==> src/design/ssc_pkg.sv <==
// Package of constants for the sleep state controller
package ssc_pkg;
    localparam logic [7:0] SSC_SLEEP_CONTROL_OFS = 8'h17;
    localparam logic [7:0] SSC_SLEEP_CONTROL_RST = 8'h00;
    localparam int SSC_REQ_BIT = 7;
    localparam int SSC_INT1_BIT = 6;
    localparam int SSC_INT2_BIT = 5;
    localparam int SSC_PORT_BIT = 4;
    localparam int SSC_CLK_BIT = 3;
    localparam int SSC_DLY_MSB = 2;
    localparam int SSC_DLY_LSB = 0;
    localparam int SSC_DLY_W = 3;
    // Clock rate and tick rates
    localparam int SSC_CLK_HZ = 50000000;
    localparam int SSC_TICK128_HZ = 128;
    localparam int SSC_TICK256_HZ = 256;
    localparam int SSC_DIV256_CYC = SSC_CLK_HZ / SSC_TICK256_HZ;
    localparam int SSC_DIV_W = 18;
    typedef enum logic [1:0] {
        SSC_AWAKE,
        SSC_PRESLEEP,
        SSC_EXTRA,
        SSC_ASLEEP
    } ssc_state_e;
endpackage : ssc_pkg

==> src/design/ssc_pin_mux.sv <==
// Sleep-time selection of the managed output pins
module ssc_pin_mux
    import ssc_pkg::*;
(
    // Configuration
    input wire logic asleep,
    input wire logic req,
    input wire logic [7:0] ctrl,
    // Normal pin logic
    input wire logic out1_val,
    input wire logic out2_val,
    input wire logic clk_out_val,
    // Next pin values
    output logic pg_out,
    output logic pg_oe,
    output logic psw_oe,
    output logic clk_out
);
    logic float_cfg;

    always_comb
    begin
        // A zero int2 or clock setting implies outputs may float
        float_cfg = ~ctrl[SSC_INT2_BIT] | ~ctrl[SSC_CLK_BIT];
        pg_out = 1'b0;
        pg_oe = ~out1_val;
        psw_oe = ~out2_val;
        clk_out = clk_out_val;
        if (asleep && !ctrl[SSC_INT1_BIT])
        begin
            pg_oe = 1'b0;
        end
        if (asleep && !ctrl[SSC_INT2_BIT])
        begin
            psw_oe = 1'b1;
        end
        if ((asleep || (req && float_cfg)) && !ctrl[SSC_CLK_BIT])
        begin
            clk_out = 1'b1;
        end
    end
endmodule : ssc_pin_mux

==> src/design/ssc_sleep_ctrl.sv <==
// Sleep state controller: control register, pre-sleep timer, pin control
//
// Contract
// - Setting the request bit starts pre-sleep timer; expiry enters sleep.
// - Any interrupt ends sleep and clears the request bit.
// - Request sets only with counters running, wake timer armed, flags clear.
// - Floating-implied outputs go high in sleep; only clock output goes high early.
// - Int1 setting zero releases power-good pin (left to float high) in sleep.
// - Int2 setting zero holds power-switch pin low in sleep.
// - Port setting zero with request set makes serial port unavailable.
// - Clock setting zero forces clock output high in sleep.
// - Three-bit delay counts 128 Hz periods before sleep engages.
// - Delay and port setting both zero add one 256 Hz period.
module ssc_sleep_ctrl
    import ssc_pkg::*;
(
    // Clock and reset
    input wire logic clk,
    input wire logic arst_n,
    // Register port
    input wire logic reg_wr,
    input wire logic [7:0] reg_addr,
    input wire logic [7:0] reg_wdata,
    output logic [7:0] reg_rdata,
    // Wake preconditions
    input wire logic counters_run,
    input wire logic wake_armed,
    input wire logic any_flag,
    input wire logic irq,
    // Normal pin logic
    input wire logic out1_val,
    input wire logic out2_val,
    input wire logic clk_out_val,
    // Pins and status
    output logic power_good_int_pin_o,
    output logic power_good_int_pin_oe,
    output logic power_switch_int_pin_o,
    output logic power_switch_int_pin_oe,
    output logic clock_out_pin,
    output logic serial_port_avail,
    output logic sleeping
);
    ssc_state_e st_r;
    ssc_state_e st_nxt;
    logic [7:0] ctrl_r;
    logic [7:0] ctrl_nxt;
    logic [SSC_DLY_W-1:0] cnt_r;
    logic [SSC_DLY_W-1:0] cnt_nxt;
    logic tick256;
    logic tick128;
    logic req_ok;
    logic set_req;
    logic pg_out;
    logic pg_oe;
    logic psw_oe;
    logic clk_o;

    function automatic logic hit(input logic [7:0] a);
        hit = (a == SSC_SLEEP_CONTROL_OFS);
    endfunction : hit

    ssc_tick_gen u_tick (
        .clk(clk),
        .arst_n(arst_n),
        .tick256(tick256),
        .tick128(tick128)
    );

    always_comb
    begin
        req_ok = counters_run & wake_armed & ~any_flag;
        set_req = reg_wr && hit(reg_addr) && reg_wdata[SSC_REQ_BIT]
            && req_ok;
        ctrl_nxt = ctrl_r;
        st_nxt = st_r;
        cnt_nxt = cnt_r;
        if (reg_wr && hit(reg_addr))
        begin
            ctrl_nxt = reg_wdata;
            // Refused set keeps request zero
            ctrl_nxt[SSC_REQ_BIT] = set_req | (ctrl_r[SSC_REQ_BIT]
                & reg_wdata[SSC_REQ_BIT]);
        end
        case (st_r)
            SSC_AWAKE:
            begin
                if (set_req && !ctrl_r[SSC_REQ_BIT])
                begin
                    st_nxt = SSC_PRESLEEP;
                    cnt_nxt = reg_wdata[SSC_DLY_MSB:SSC_DLY_LSB];
                end
            end
            SSC_PRESLEEP:
            begin
                if (!ctrl_nxt[SSC_REQ_BIT])
                begin
                    st_nxt = SSC_AWAKE;
                end
                else if (cnt_r == '0)
                begin
                    if (!ctrl_r[SSC_PORT_BIT]
                        && ctrl_r[SSC_DLY_MSB:SSC_DLY_LSB] == '0)
                    begin
                        st_nxt = SSC_EXTRA;
                    end
                    else
                    begin
                        st_nxt = SSC_ASLEEP;
                    end
                end
                else if (tick128)
                begin
                    cnt_nxt = cnt_r - 1'b1;
                end
            end
            SSC_EXTRA:
            begin
                if (!ctrl_nxt[SSC_REQ_BIT])
                begin
                    st_nxt = SSC_AWAKE;
                end
                else if (tick256)
                begin
                    st_nxt = SSC_ASLEEP;
                end
            end
            SSC_ASLEEP:
            begin
                if (!ctrl_nxt[SSC_REQ_BIT])
                begin
                    st_nxt = SSC_AWAKE;
                end
            end
            default:
            begin
                st_nxt = SSC_AWAKE;
            end
        endcase
        if (irq && st_r == SSC_ASLEEP)
        begin
            ctrl_nxt[SSC_REQ_BIT] = 1'b0;
            st_nxt = SSC_AWAKE;
        end
    end

    ssc_pin_mux u_mux (
        .asleep(st_nxt == SSC_ASLEEP),
        .req(ctrl_nxt[SSC_REQ_BIT]),
        .ctrl(ctrl_nxt),
        .out1_val(out1_val),
        .out2_val(out2_val),
        .clk_out_val(clk_out_val),
        .pg_out(pg_out),
        .pg_oe(pg_oe),
        .psw_oe(psw_oe),
        .clk_out(clk_o)
    );

    always_ff @(posedge clk or negedge arst_n)
    begin
        if (!arst_n)
        begin
            st_r <= SSC_AWAKE;
            ctrl_r <= SSC_SLEEP_CONTROL_RST;
            cnt_r <= '0;
            reg_rdata <= 8'h00;
            power_good_int_pin_o <= 1'b0;
            power_good_int_pin_oe <= 1'b0;
            power_switch_int_pin_o <= 1'b0;
            power_switch_int_pin_oe <= 1'b0;
            clock_out_pin <= 1'b1;
            serial_port_avail <= 1'b1;
            sleeping <= 1'b0;
        end
        else
        begin
            st_r <= st_nxt;
            ctrl_r <= ctrl_nxt;
            cnt_r <= cnt_nxt;
            reg_rdata <= hit(reg_addr) ? ctrl_nxt : 8'h00;
            power_good_int_pin_o <= pg_out;
            power_good_int_pin_oe <= pg_oe;
            power_switch_int_pin_o <= 1'b0;
            power_switch_int_pin_oe <= psw_oe;
            clock_out_pin <= clk_o;
            serial_port_avail <= ~(ctrl_nxt[SSC_REQ_BIT]
                & ~ctrl_nxt[SSC_PORT_BIT]);
            sleeping <= (st_nxt == SSC_ASLEEP);
        end
    end
endmodule : ssc_sleep_ctrl

==> src/design/ssc_tick_gen.sv <==
// Divider chain giving single-cycle 256 Hz and 128 Hz ticks
module ssc_tick_gen
    import ssc_pkg::*;
(
    // Clock and reset
    input wire logic clk,
    input wire logic arst_n,
    // Ticks
    output logic tick256,
    output logic tick128
);
    localparam logic [SSC_DIV_W-1:0] DIV_LAST =
        SSC_DIV_W'(SSC_DIV256_CYC - 1);
    logic [SSC_DIV_W-1:0] cnt_r;
    logic [SSC_DIV_W-1:0] cnt_nxt;
    logic half_r;
    logic half_nxt;
    logic t256_nxt;
    logic t128_nxt;

    always_comb
    begin
        t256_nxt = (cnt_r == DIV_LAST);
        cnt_nxt = t256_nxt ? '0 : cnt_r + 1'b1;
        half_nxt = t256_nxt ? ~half_r : half_r;
        t128_nxt = t256_nxt & half_r;
    end

    always_ff @(posedge clk or negedge arst_n)
    begin
        if (!arst_n)
        begin
            cnt_r <= '0;
            half_r <= 1'b0;
            tick256 <= 1'b0;
            tick128 <= 1'b0;
        end
        else
        begin
            cnt_r <= cnt_nxt;
            half_r <= half_nxt;
            tick256 <= t256_nxt;
            tick128 <= t128_nxt;
        end
    end
endmodule : ssc_tick_gen

==> config.mk <==
export PLATFORM = sky130hd
export DESIGN_NAME = ssc_sleep_ctrl
export DESIGN_NICKNAME = d
export VERILOG_FILES = /design/src/design/ssc_pkg.sv /design/src/design/ssc_pin_mux.sv /design/src/design/ssc_sleep_ctrl.sv /design/src/design/ssc_tick_gen.sv
export SDC_FILE = /design/constraint.sdc
export NUM_CORES = 1
export LEC_CHECK = 0
export ABC_AREA = 0
export BUFFER_PORTS_ARGS = -buffer_cell sky130_fd_sc_hd__clkbuf_2
export CAP_MARGIN = 20
export CORE_MARGIN = 8
export CORE_UTILIZATION = 35
export DETAILED_ROUTE_END_ITERATION = 10
export GPL_TIMING_DRIVEN = 0
export PLACE_DENSITY = 0.55
export SETUP_SLACK_MARGIN = 0.2
export SLEW_MARGIN = 20
export SYNTH_ARGS = -nofsm -noshare
export SYNTH_HDL_FRONTEND = slang
export SYNTH_SLANG_ARGS = --single-unit
==> constraint.sdc <==
create_clock -name clk -period 2.3 [get_ports clk]
set_clock_uncertainty 0.15 [all_clocks]
set_input_delay 0.575 -clock clk [delete_from_list [all_inputs] [get_ports clk]]
set_output_delay 0.575 -clock clk [all_outputs]
set_load 0.01 [all_outputs]
After elaboration in Yosys (flattened, before gate mapping). Index checks and enable logic that the tools add are counted.

Word-level logic and storage cells: 82. Bits in writable memories: 0. Flip-flop bits (word level): 47. Memories kept: 0. Bits in latches: 0. Memory bits (read-only): 0.

Multiply operators: 0. Shift-type cells: 0. Reductions and logical operators: 21. Eq/ne operators: 10. Divide/modulo/power cells: 0. Add/sub/neg operators: 2. Muxes and demuxes: 21. $lt $le $gt $ge: 0. Bitwise gates (word level): 15.

Operator list (count): adder 18 x 1 -> 18 bit, second input constant (1); equality test 18 bit, second input constant (1); 2-to-1 mux 18 bit (1); 2-to-1 mux 8 bit (2); 2-to-1 mux 2 bit (7); 2-to-1 mux 3 bit (4); logical AND 1 bit (10); equality test 8 x 5 -> 1 bit, second input constant (1); NOT 1 bit (8); case mux 2 bit (4 select lines) (1); equality test 2 bit, second input constant (3); logical NOT 3 bit (2); != test 2 bit, second input constant (3); case mux 3 bit (2 select lines) (1); bitwise AND 1 bit (5); logical NOT 1 bit (5); 2-to-1 mux 1 bit (5); AND reduction 5 bit (1); subtractor 3 x 1 -> 3 bit, second input constant (1); equality test 2 x 1 -> 1 bit, second input constant (1); logical NOT 2 bit (1); != test 2 x 1 -> 1 bit, second input constant (1); OR 1 bit (2); nonzero test 2 bit (1); logical OR 1 bit (1).

Depth between registers and ports, before layout. Gate-level depths: netlist (run 1).

Word-level depth: 13. Depth in mapped cells: 8. Mapped depth without buffers: 8.

Cells and area by module. Synthesis (run 1) repeated with hierarchy kept, for this count alone.

Cells, all modules: 193. Area total of the unflattened synthesis: 2248.4 µm².

Modules (own cells, without submodules): ssc_sleep_ctrl (cells an instance 96, area an instance 1213.7 µm², sequential area each 678.2 µm², instances 1); ssc_tick_gen (cells an instance 89, area an instance 987.2 µm², sequential area each 525.5 µm², instances 1); ssc_pin_mux (cells an instance 8, area an instance 47.5 µm², sequential area each 0.0 µm², instances 1).

Worst setup path after synthesis (run 1). Ideal clock, no wire load.

Path kind: input to register. Start point: input reg_addr[5]. End point: register serial_port_avail. Slack: 0.110 ns. Buffers on the path: 0. Data required time: 2.068 ns. Arrival: 1.958 ns. Stages on the path: 5. Setup time: 0.082 ns. Cell sequence: or4b_4 > o31ai_1 > o21a_1 > nand2_1 > or2_1.

Longest elaborated chain between the ends: 9. Elaborated cells between the ends (all ways): 10. Classes of those cells: eq/ne: 1; mux: 2; bitwise: 4; reduce/logical: 3.

RTL lines: start, declared (line ssc_sleep_ctrl.sv:22) `input wire logic [7:0] reg_addr,`; equality test 8 x 5 -> 1 bit (*) (line ssc_sleep_ctrl.sv:59) `hit = (a == SSC_SLEEP_CONTROL_OFS);`; logical AND 1 bit (*) (line ssc_sleep_ctrl.sv:72, ssc_sleep_ctrl.sv:77); logical AND 1 bit (line ssc_sleep_ctrl.sv:72) `set_req = reg_wr && hit(reg_addr) && reg_wdata[SSC_REQ_BIT]`; logical AND 1 bit (line ssc_sleep_ctrl.sv:73) `&& req_ok;`; OR 1 bit (line ssc_sleep_ctrl.sv:81) `ctrl_nxt[SSC_REQ_BIT] = set_req | (ctrl_r[SSC_REQ_BIT]`; 2-to-1 mux 8 bit (*) (line ssc_sleep_ctrl.sv:77) `if (reg_wr && hit(reg_addr))`; 2-to-1 mux 1 bit (line ssc_sleep_ctrl.sv:139) `if (irq && st_r == SSC_ASLEEP)`; bitwise AND 1 bit (*) (line ssc_sleep_ctrl.sv:187) `& ~ctrl_nxt[SSC_PORT_BIT]);`; NOT 1 bit (*) (line ssc_sleep_ctrl.sv:186) `serial_port_avail <= ~(ctrl_nxt[SSC_REQ_BIT]`; end signal, assigned (line ssc_sleep_ctrl.sv:186); end, declared (line ssc_sleep_ctrl.sv:40) `output logic serial_port_avail,`.

Mark *: on every way between the ends. The rest lies on a longest branch, timed or not. A chain may end at the register's enable or synchronous reset.

Worst setup path after layout (run 1).
Start point: input reg_addr[5]. End point: register cnt_r[2].

Longest elaborated chain between the ends: 8. Elaborated cells between the ends (all ways): 10. Classes of those cells: eq/ne: 3; mux: 1; bitwise: 1; reduce/logical: 5.

RTL lines: equality test 8 x 5 -> 1 bit (*) (line ssc_sleep_ctrl.sv:59); logical AND 1 bit (*) (line ssc_sleep_ctrl.sv:72, ssc_sleep_ctrl.sv:77); logical AND 1 bit (line ssc_sleep_ctrl.sv:72); logical AND 1 bit (line ssc_sleep_ctrl.sv:73); OR 1 bit (line ssc_sleep_ctrl.sv:81); 2-to-1 mux 8 bit (line ssc_sleep_ctrl.sv:77); != test 2 bit (no source line); AND reduction 5 bit (no source line) (*); end signal, assigned (line ssc_sleep_ctrl.sv:179) `cnt_r <= cnt_nxt;`; end, declared (line ssc_sleep_ctrl.sv:47) `logic [SSC_DLY_W-1:0] cnt_r;`.

Marks and branches as above.

==> metrics.md, run 1 <==
| Metric | Value |
|---|---|
| Startpoint Class | input pin |
| Via-to-Cell Ratio | slightly below 5 |
| Top post-synthesis cells by area | dfrtp_1 (52%), mux2i_1 (5.0%), nor2_1 (4.5%), xor2_1 (3.2%), mux2_2 (3.1%) |
| Final core occ | 44.66% |
| DR WL/cell | ~13 µm |
| Slew headroom | between 50% and 60% |
| P_int | approximately 1.2 mW |
| Total CTS buffers | 5 |
| Total die area | ~9000 µm² |
| CTS tree | done |
| Rows | 28 |
| Ys flop type | dfrtp_1 |
| Critical path origin | reg_addr[5] |
| Required @ worst endpoint | between 2000 and 2500 ps |
| Peak VDD IR | 0.4259 mV |
| Sw Pwr | 0.3765 mW |
| Crit path max fanout | 4 |
| Comb power frac | about 8.6% |
| Asr flop ratio synth | 100.0% |
| Clock root cell | clkbuf_8 |
| Synth cell types | between 40 and 50 |
| Worst R2R Start | u_tick.cnt_r[8] |
| Tightest Pin Transition | 631.9 ps |
| Post-synth EDFFs | 0 |
| CP arrival | about 2100 ps |
| Synth Area per Inst | approximately 11 µm² |
| Vias in the first global route | 1564 |
| H-tree levels | 2 |
| Drt drc | 0 |
| Initial DRC count | 48 |
| I/O pin cnt | 41 |
| Area of the mapped netlist | roughly 2200 µm² |
| Leak | 1.356 nW |
| Setup TNS | 0 ps |
| Final Hold Viols | 0 |
| Critical Path End Type | flip-flop |
| Final Instance Area | ~2700 µm² |
| Share of cells above drive strength 1 | a little under a third |
| Sw Ratio | around a quarter |
| Synth top cells by count | dfrtp_1 (45), nor2_1 (26), nand3_1 (12) |
| Post-DP Area | around 2500 µm² |
| Share of power burned in registers | between 50% and 60% |
| Antenna violations before repair | 0 |
| Dpl hpwl | between 3000 and 4000 µm |
| DR pass1 iterations | 4 |
| Longest Clk Path Bufs | 2 |
| Synth area leader | dfrtp_1 |
| Number of fill cells | 600 |
| Run status | completed |
| WS Path Type | in -> reg |
| First-pass GRT wire length | between 7000 and 8000 µm |
| Worst-skew pair later-pin latency | approximately 300 ps |
| Pwr dens | around 610 nW/µm² |
| Overall Global Routing Usage | 10.19% |
| Gate Count Post-Synth | 195 |
| Syn. warnings | 0 |
| CTS clk-pin slew, worst paths | roughly 100 ps |
| Core Region | around 6000 µm² |
| Top-area cell type share of the netlist area | 51.64% |
| Final setup fails | 0 |
| Synth Register Bits | 47 |
| WL final | 4311 µm |
| FMAX | a little under 500 MHz |
| Final cycle utilization of the critical path | between 80% and 90% |
| Area growth, synth to finish | 21.97% |
| Slew Viols, Final | 0 |
| CTS Sinks | between 40 and 50 |
| Total grt overflow | 0 |
| Die W | between 90 and 100 µm |
| Worst hold path type | in -> async |
| Clock share of power | between 30% and 40% |
| Routability cong. | about 0.73 |
| Initial Utilization | between 30% and 40% |
| RSZ-0062 raised after global routing | true |
| Die H | ~95 µm |
| I/O Buffers | 37 |
| Largest net degree at the start of global routing | 48 |
| Final min period | roughly 2000 ps |
| Nets@finish | 274 |
| Sequential-to-total area share from yosys stat | between 50% and 60% |
| Inserted Diodes | 0 |
| Most frequent cell after synthesis | dfrtp_1 |
| Via count | about 1500 |
| Max cap viols | 0 |
| Final ANT Viol Nets | 0 |
[cell families (layout without fill, tap and decap cells)]
logic type                 Yosys count  count (layout)  share of synthesized area [%]
adders and majority gates            3               3                          1.721
AOI/OAI and AO/OA                   18              18                          5.623
other                                1               2                         0.1720
muxes                               17              17                          8.147
xor gates and xnor gates            15              15                          6.024
DFF                                 47              47                          54.04
buffers and inverters               14              64                          3.155
and+or+nand+nor                     80              80                          21.11
[path summary, 6_finish.rpt]
path	endpoint	slack (ps)	cells past startpoint
setup / recovery	cnt_r[2]	260	6
hold / removal	reg_rdata[0]	160	1
setup reg to reg	u_tick.cnt_r[12]	450	5
hold reg to reg	u_tick.half_r	310	1
max in group asynchronous	u_tick.tick256	1410	1
min in group clk	power_good_int_pin_oe	270	2
[metal layers]
| metal | track usage (%) | part of all wire, % | vias up |
|---|---|---|---|
| li1 | - | - | 774 |
| met4 | 2.341 | 0.63 | 0 |
| met3 | 3.254 | 7.1 | 4 |
| met1 | 12.76 | 47 | 732 |
| met5 | 0 | 0 | - |
| met2 | 16.69 | 46 | 32 |
[per-stage QoR]
step | hold slack [ps] | setup slack (ps) | std cells | total power [mW]
final | 162.2 | 260.5 | 321 | 1.609
after global routing | 219.2 | 156.0 | 321 | 1.673
after CTS | 188.4 | 267.5 | 317 | 1.630
after detailed placement | 299.0 | -148.4 | 308 | 1.008
after global placement | 296.8 | -143.6 | 308 | 1.006
after floorplan | 129.4 | 206.9 | 196 | 0.9469
[state kept, by name (all words and copies together), names as in the netlist, 2 cells and up]
name	count
cnt_r	3
reg_rdata	8
u_tick.cnt_r	18
st_r	2
ctrl_r	8
[final cells by class]
type	count	area (µm²)	area share (%)
timing repair buffer	42	225.2	8.467
inverter	8	30.03	1.129
tap	75	93.84	3.528
clock buffer	5	68.82	2.587
clock inverter	3	46.29	1.740
buffer	6	40.04	1.505
multi-input combinational	135	977.2	36.74
sequential	47	1179	44.31
[what timing repair did]
item | CTS | global route
pin swaps | 1 | 3
hold buffers | 0 | 0
resized for setup | 2 | 2
buffers inserted | 1 | 4
endpoints found under the hold margin | 0 | 0
setup endpoints to repair | 12 | 14
[worst max-delay path, cell delays in order]
cell and delay, ps:
clkbuf_2 100, or4b_4 570, nor4_4 210, nor3b_4 320
a211oi_1 80, a211oi_1 240
[power by group through the flow]
stage,registers [mW],logic [mW],clock network [mW]
finish,0.852,0.138,0.619
global route,0.854,0.155,0.665
CTS,0.852,0.140,0.638
detailed placement,0.869,0.139,0
global placement,0.868,0.138,0
floorplan,0.870,0.0773,0
[cells in the final DEF (no fill, tap or decap), types with 2 or more instances in the layout]
master	n
o21ai_0	3
a21oi_1	4
nand4_1	6
nor4_4	2
nor2_1	26
inv_1	8
dfrtp_1	45
conb_1	2
nand3b_1	2
nor3_1	3
xnor2_1	7
nor2b_1	4
nand3_1	12
a211oi_1	2
clkbuf_8	5
ha_1	3
xor2_1	8
mux2_2	6
and2_1	2
buf_4	9
dfstp_2	2
nand4b_1	2
mux2i_1	11
clkbuf_2	37
and3_1	4
nand2_1	6
(Power assumes the default switching activity.)
==> inputs of run 2 (changes only) <==
Settings changed: PLACE_DENSITY 0.55 to 0.54, SYNTH_HIERARCHICAL from default to 1.
==> run 2 against run 1 <==
Compared with the run above: clock power down 2%; sequential power up 0.8%; non-clock buffer count up 3; worst setup slack better by 18 ps; critical endpoint is now clock_out_pin.
==> metrics.md, run 2 <==
| Metric | Value |
|---|---|
| Leak | around 1.3 nW |
| CTS Sinks | 48 |
| Synth Register Bits | 48 |
| Core Region | ~6300 µm² |
| Sw Ratio | a little over a fifth |
| CTS tree | done |
| RSZ-0062 raised after global routing | false |
| Area of the mapped netlist | 2248 µm² |
| Setup ws final | 278.9 ps |
| Total CTS buffers | 5 |
| Peak VDD IR | 0.2862 mV |
| Clock share of power | between 30% and 40% |
| Slew Viols, Final | 0 |
| Setup TNS | 0 ps |
| Crit path max fanout | 6 |
| Critical Path End Type | flip-flop |
| DR pass1 iterations | 4 |
| I/O Buffers | 38 |
| CP max stage delay | between 400 and 500 ps |
| Synth cell types | 50 |
| Startpoint Class | flip-flop |
| FMAX | a little under 500 MHz |
| Top-area cell type share of the netlist area | ~51% |
| Initial Utilization | between 30 and 40% |
| Worst hold path type | in -> async |
| Inserted Diodes | 0 |
| Dpl hpwl | 3342 µm |
| Slew headroom | roughly 56% |
| Commonest non-fill, non-tap cell in the layout | dfrtp_1 |
| Sequential-to-total area share from yosys stat | ~54% |
| Final Hold Viols | 0 |
| Synth top cells by count | dfrtp_1 (46), nor2_1 (23), inv_1 (9) |
| Total die area | a little over 9000 µm² |
| Die H | between 90 and 100 µm |
| Syn. warnings | 6 |
| I/O pin cnt | roughly 40 |
| Sw Pwr | between 0.3 and 0.4 mW |
| Largest reg by FF count | u_tick/cnt_r |
| Total grt overflow | 0 |
| Antenna violations before repair | 0 |
| Pwr dens | 561.3 nW/µm² |
| Share of power burned in registers | 55.3% |
| DR WL/cell | 14.64 µm |
| Via-to-Cell Ratio | a little under 5 |
| Largest net degree at the start of global routing | 49 |
| Area growth, synth to finish | 22.98% |
| Hold_ws | about 170 ps |
| CP arrival | roughly 2100 ps |
| Tightest Pin Transition | 657.9 ps |
| Max FFs per register | 18 |
| Run status | completed |
| Comb power frac | 5.5% |
| Crit-path slowest cell | dfrtp_1 |
| Syn_nets | ~220 |
| Share of cells above drive strength 1 | between 30% and 40% |
| Longest Clk Path Bufs | 2 |
| Final ANT Viol Nets | 0 |
| Max cap viols | 0 |
| Top flop regs | u_tick/cnt_r: 18 flops, ctrl_r: 8 flops, reg_rdata: 8 flops |
| H-tree levels | 2 |
| Ys flop type | dfrtp_1 |
| Final core occ | ~44% |
| Final min period | slightly above 2000 ps |
| CTS clk-pin slew, worst paths | around 90 ps |
| WL final | 4743 µm |
| Post-synth EDFFs | 0 |
| Gate Count Post-Synth | 193 |
| Commonest non-fill, non-tap cells in the layout | dfrtp_1 (46), clkbuf_2 (37), nor2_1 (22) |
| Drt drc | 0 |
| Synth area leader | dfrtp_1 |
| WS Path Type | reg -> reg |
| Vias in the first global route | 1589 |
| Clock root cell | clkbuf_8 |
| Critical-path cell list | and3_1 > or3_4 > a2111oi_4 > buf_4 > nor2_2 > o21bai_2 |
| Rows | 29 |
| Initial DRC count | between 50 and 60 |
| Via count | around 1600 |
| Nets@finish | between 200 and 300 |
| Required @ worst endpoint | 2390 ps |
| Most frequent cell after synthesis | dfrtp_1 |
| Total power | approximately 1.6 mW |
| P_int | 1.218 mW |
| Synth Area per Inst | 11.65 µm² |
| Worst-skew pair later-pin latency | around 300 ps |
| Overall Global Routing Usage | 10.71% |
| Final cycle utilization of the critical path | between 80% and 90% |
| First-pass GRT wire length | 7686 µm |
| Top post-synthesis cells by area | dfrtp_1 (51%), nor2_1 (3.8%), mux2_2 (3.5%), mux2i_1 (3.1%), xor2_1 (3.1%) |
| Final setup fails | 0 |
| Routability cong. | approximately 0.76 |
| Asr flop ratio synth | between 90% and 100% |
| Hold-fix buffers, CTS | 0 |
| R2r setup slk | 280 ps |
| Die W | 96.15 µm |
| Post-Place Worst Slack | -6.753 ps |
-- run 2: cell types whose count changed after synthesis, moves of 3 or more --
cell,previous run,this run
nand3_1,12,7
mux2i_1,11,7
nor3_1,3,7
nor4_1,1,5
nor2_1,26,23
-- run 2: timing repair --
action | CTS | global route
setup buffers | 4 | 4
endpoints found under the setup margin | 14 | 16
pin swaps | 3 | 4
resized for setup | 1 | 8
-- run 2: cell type report --
| cell class | count | area, µm² |
|---|---|---|
| clock buffers | 6 | 72.57 |
| plain buffers | 5 | 37.54 |
| inverters | 9 | 33.78 |
| clock inverters | 2 | 35.03 |
| repair buffers | 46 | 252.7 |
| well taps | 77 | 96.34 |
| flip-flops and latches | 48 | 1204 |
| fillers | 616 | 3512 |
| multi-input cells | 131 | 1033 |
-- run 2: path summary, 6_finish.rpt --
| check | end | depth (start not counted) | startpoint |
|---|---|---|---|
| max in group asynchronous | u_tick/cnt_r[11] | 1 | arst_n |
| min | reg_rdata[7] | 1 | arst_n |
| max | clock_out_pin | 6 | st_r[1] |
| max reg2reg | clock_out_pin | 6 | st_r[1] |
| min reg2reg | u_tick/half_r | 1 | u_tick/half_r |
| min in group clk | power_good_int_pin_oe | 2 | out1_val |
-- run 2: stage by stage --
stage / cells / cell area (µm²)
6_report: 324 / 2765
4_1_cts: 320 / 2694
5_1_grt: 324 / 2765
2_1_floorplan: 193 / 2261
3_5_place_dp: 308 / 2550
3_3_place_gp: 308 / 2547
-- run 2: power by group through the flow --
| stage | clock network (mW) | registers (mW) | logic (mW) |
|---|---|---|---|
| 2_1_floorplan | 0 | 0.877 | 0.0355 |
| 3_3_place_gp | 0 | 0.876 | 0.0858 |
| 3_5_place_dp | 0 | 0.876 | 0.0878 |
| 4_1_cts | 0.623 | 0.859 | 0.0880 |
| 5_1_grt | 0.659 | 0.861 | 0.0970 |
| 6_report | 0.608 | 0.859 | 0.0851 |
-- run 2: metal layers --
metal	up-vias	global-route usage [%]	wire, µm
li1	781	-	-
met1	748	13.42	2203
met2	35	17.48	2099
met3	7	2.652	384
met4	0	3.841	55
met5	-	0	0
-- run 2: critical path: cells and delay by family (launching register included) --
family                 cells  cell delay (ps)
buffers and inverters      1              190
flip-flops                 1              450
AND/OR/NAND/NOR            3              730
AO/OA/AOI/OAI              2              440
-- run 2: cells by family (layout without fill, tap and decap cells) --
logic type / Yosys count / in the layout / synth area share (%)
AND/OR/NAND/NOR: 78 / 78 / 21.37
flip-flops: 48 / 48 / 53.53
AO/OA/AOI/OAI: 19 / 19 / 7.457
XOR/XNOR: 15 / 15 / 5.843
multiplexers: 14 / 14 / 6.622
buffers and inverters: 14 / 68 / 3.172
adder cells (fa/ha/maj): 3 / 3 / 1.670
other: 2 / 2 / 0.3340
==> inputs of run 3 (changes only) <==
Settings changed: PLACE_DENSITY 0.54 to default, PLACE_DENSITY_LB_ADDON from default to 0.3.
==> run 3 against run 2 <==
Compared with the run above: register-to-register slack about the same; combinational power shrank 0.7%; total power increased by 1.1%; final cell count rose by 0.93%; clock-buffer cell count is 1 lower; sequential share of layout area fell by 0.49 points; largest cell class unchanged; design area is 1.4% higher; worst hold slack got worse by 15 ps; global-route usage is 0.39 points higher.
==> metrics.md, run 3 (same netlist as run 2, synthesis figures left out) <==
| Metric | Value |
|---|---|
| Rows | 29 |
| Routability cong. | roughly 0.78 |
| Final cycle utilization of the critical path | between 80% and 90% |
| Largest reg by FF count | u_tick/cnt_r |
| Longest Clk Path Bufs | 2 |
| FMAX | slightly below 500 MHz |
| Run status | completed |
| Sw Ratio | between 20 and 25% |
| Nets@finish | roughly 280 |
| Initial Utilization | 35.82% |
| Total grt overflow | 0 |
| CP arrival | approximately 2100 ps |
| Final core occ | about 45% |
| Startpoint Class | flip-flop |
| Via-to-Cell Ratio | a little under 5 |
| Share of power burned in registers | roughly 55% |
| Finished Layout Cells | around 330 |
| Critical Path End Type | flip-flop |
| Leak | 1.332 nW |
| Via count | ~1600 |
| Wire length on met3 | roughly 370 µm |
| DR WL/cell | between 10 and 15 µm |
| Final Hold Viols | 0 |
| CTS Sinks | 48 |
| WL final | 4808 µm |
| Pwr dens | 559.8 nW/µm² |
| Final min period | around 2000 ps |
| Tightest Pin Transition | 642.9 ps |
| Overall Global Routing Usage | about 11% |
| Final setup fails | 0 |
| Worst-skew pair later-pin latency | around 300 ps |
| Worst R2R Start | cnt_r[0] |
| Setup TNS | 0 ps |
| CTS clk-pin slew, worst paths | about 90 ps |
| Drt drc | 0 |
| I/O pin cnt | 41 |
| Total CTS buffers | 5 |
| R2r setup slk | 280 ps |
| CTS tree | done |
| Clock share of power | roughly 40% |
| R2r endpoint | power_switch_int_pin_oe |
| Number of fill cells | roughly 600 |
| CP max stage delay | 470 ps |
| Core Region | between 6000 and 7000 µm² |
| Vias in the first global route | 1655 |
| DR pass1 iterations | 5 |
| Commonest non-fill, non-tap cell in the layout | dfrtp_1 |
| Met2 wire len | around 2400 µm |
| I/O Buffers | 38 |
| Largest net degree at the start of global routing | a little under 50 |
| First-pass GRT wire length | about 8000 µm |
| Worst hold path type | in -> async |
| Slew headroom | between 50% and 60% |
| Max FFs per register | 18 |
| RSZ-0062 raised after global routing | false |
| Commonest non-fill, non-tap cells in the layout | dfrtp_1 (44), clkbuf_2 (37), nor2_1 (23) |
| Comb power frac | 5.4% |
| Hold-fix buffers, CTS | 0 |
| P_int | between 1 and 1.5 mW |
| Sw Pwr | roughly 0.35 mW |
| Top flop regs | u_tick/cnt_r: 18 flops, ctrl_r: 8 flops, reg_rdata: 8 flops |
| WS Path Type | reg -> reg |
| Worst r2r path cells | 8 |
| Required @ worst endpoint | roughly 2400 ps |
| Final ANT Viol Nets | 0 |
| Die W | 96.15 µm |
| Crit path max fanout | 4 |
| WL met1 | around 2000 µm |
| Peak VDD IR | 0.2358 mV |
| Die H | approximately 96 µm |
| Total die area | about 9000 µm² |
| Antenna violations before repair | 0 |
| Clock root cell | clkbuf_8 |
| Share of cells above drive strength 1 | around two fifths |
| Max cap viols | 0 |
| Initial DRC count | 28 |
| Crit-path slowest cell | a2111oi_4 |
| Critical-path cell list | inv_2 > ha_2 > nand2b_4 > nor3_2 > or3_4 > a2111oi_4 > inv_1 > o21ai_2 |
| Dpl hpwl | between 3000 and 4000 µm |
| Area growth, synth to finish | 24.65% |
| Top sig layer | met4 |
| Dpl cells | around 310 |
| Slew Viols, Final | 0 |
| H-tree levels | 2 |
| Inserted Diodes | 0 |
run 3: changes by cell type in the layout (fill, tap and decap cells not counted), sizes merged:
cell    before  now
clkbuf      45   44
buf         12   15
clkinv       1    2
run 3: layout make-up:
class	count	area, µm²	area share [%]
plain buffers	5	37.54	1.339
flip-flops and latches	48	1206	43.04
clock inverters	3	47.55	1.696
inverters	9	33.78	1.205
repair buffers	49	275.3	9.821
well taps	77	96.34	3.437
multi-input cells	131	1037	37.01
clock buffers	5	68.82	2.455
run 3: worst max-delay path by stage:
stage | start | end | slack, ps | depth (start not counted)
2_1_floorplan | reg_addr[5] | clock_out_pin | 270 | 7
3_3_place_gp | reg_addr[5] | clock_out_pin | 20 | 8
3_5_place_dp | reg_addr[5] | clock_out_pin | -10 | 8
4_1_cts | st_r[0] | clock_out_pin | 210 | 5
5_1_grt | cnt_r[0] | power_switch_int_pin_oe | 190 | 8
6_report | cnt_r[0] | power_switch_int_pin_oe | 280 | 8
run 3: stage by stage:
| stage | hold slack (ps) | setup WS (ps) | total power, mW | instance area [µm²] |
|---|---|---|---|---|
| 2_1_floorplan | 129.4 | 271.7 | 0.9127 | 2261 |
| 3_3_place_gp | 297.1 | 23.60 | 0.9610 | 2547 |
| 3_5_place_dp | 300.3 | -12.09 | 0.9624 | 2550 |
| 4_1_cts | 185.4 | 206.3 | 1.600 | 2708 |
| 5_1_grt | 202.4 | 185.7 | 1.639 | 2803 |
| 6_report | 153.9 | 276.9 | 1.569 | 2803 |
run 3: critical path: cells and delay by family, from the launching register on:
kind            cells  cell delay (ps)
simple gates        3              470
flops               1              360
buf+inv             2              160
fa+ha+maj           1              200
compound gates      2              610
run 3: timing repair:
action,in CTS,in global routing
endpoints found under the setup margin,15,17
buffers inserted,4,7
pin swaps,2,6
gates resized for setup,2,11
run 3: routing by layer:
layer / up-vias / track usage, %
li1: 787 / -
met1: 771 / 12.59
met2: 38 / 19.24
met3: 6 / 3.432
met4: 0 / 3.841
met5: - / 0
run 3: power groups by stage:
stage | registers (mW) | clock network [mW] | logic (mW)
finish | 0.860 | 0.625 | 0.0845
global route | 0.861 | 0.682 | 0.0957
CTS | 0.860 | 0.654 | 0.0867
detailed placement | 0.876 | 0 | 0.0862
global placement | 0.876 | 0 | 0.0852
floorplan | 0.877 | 0 | 0.0355
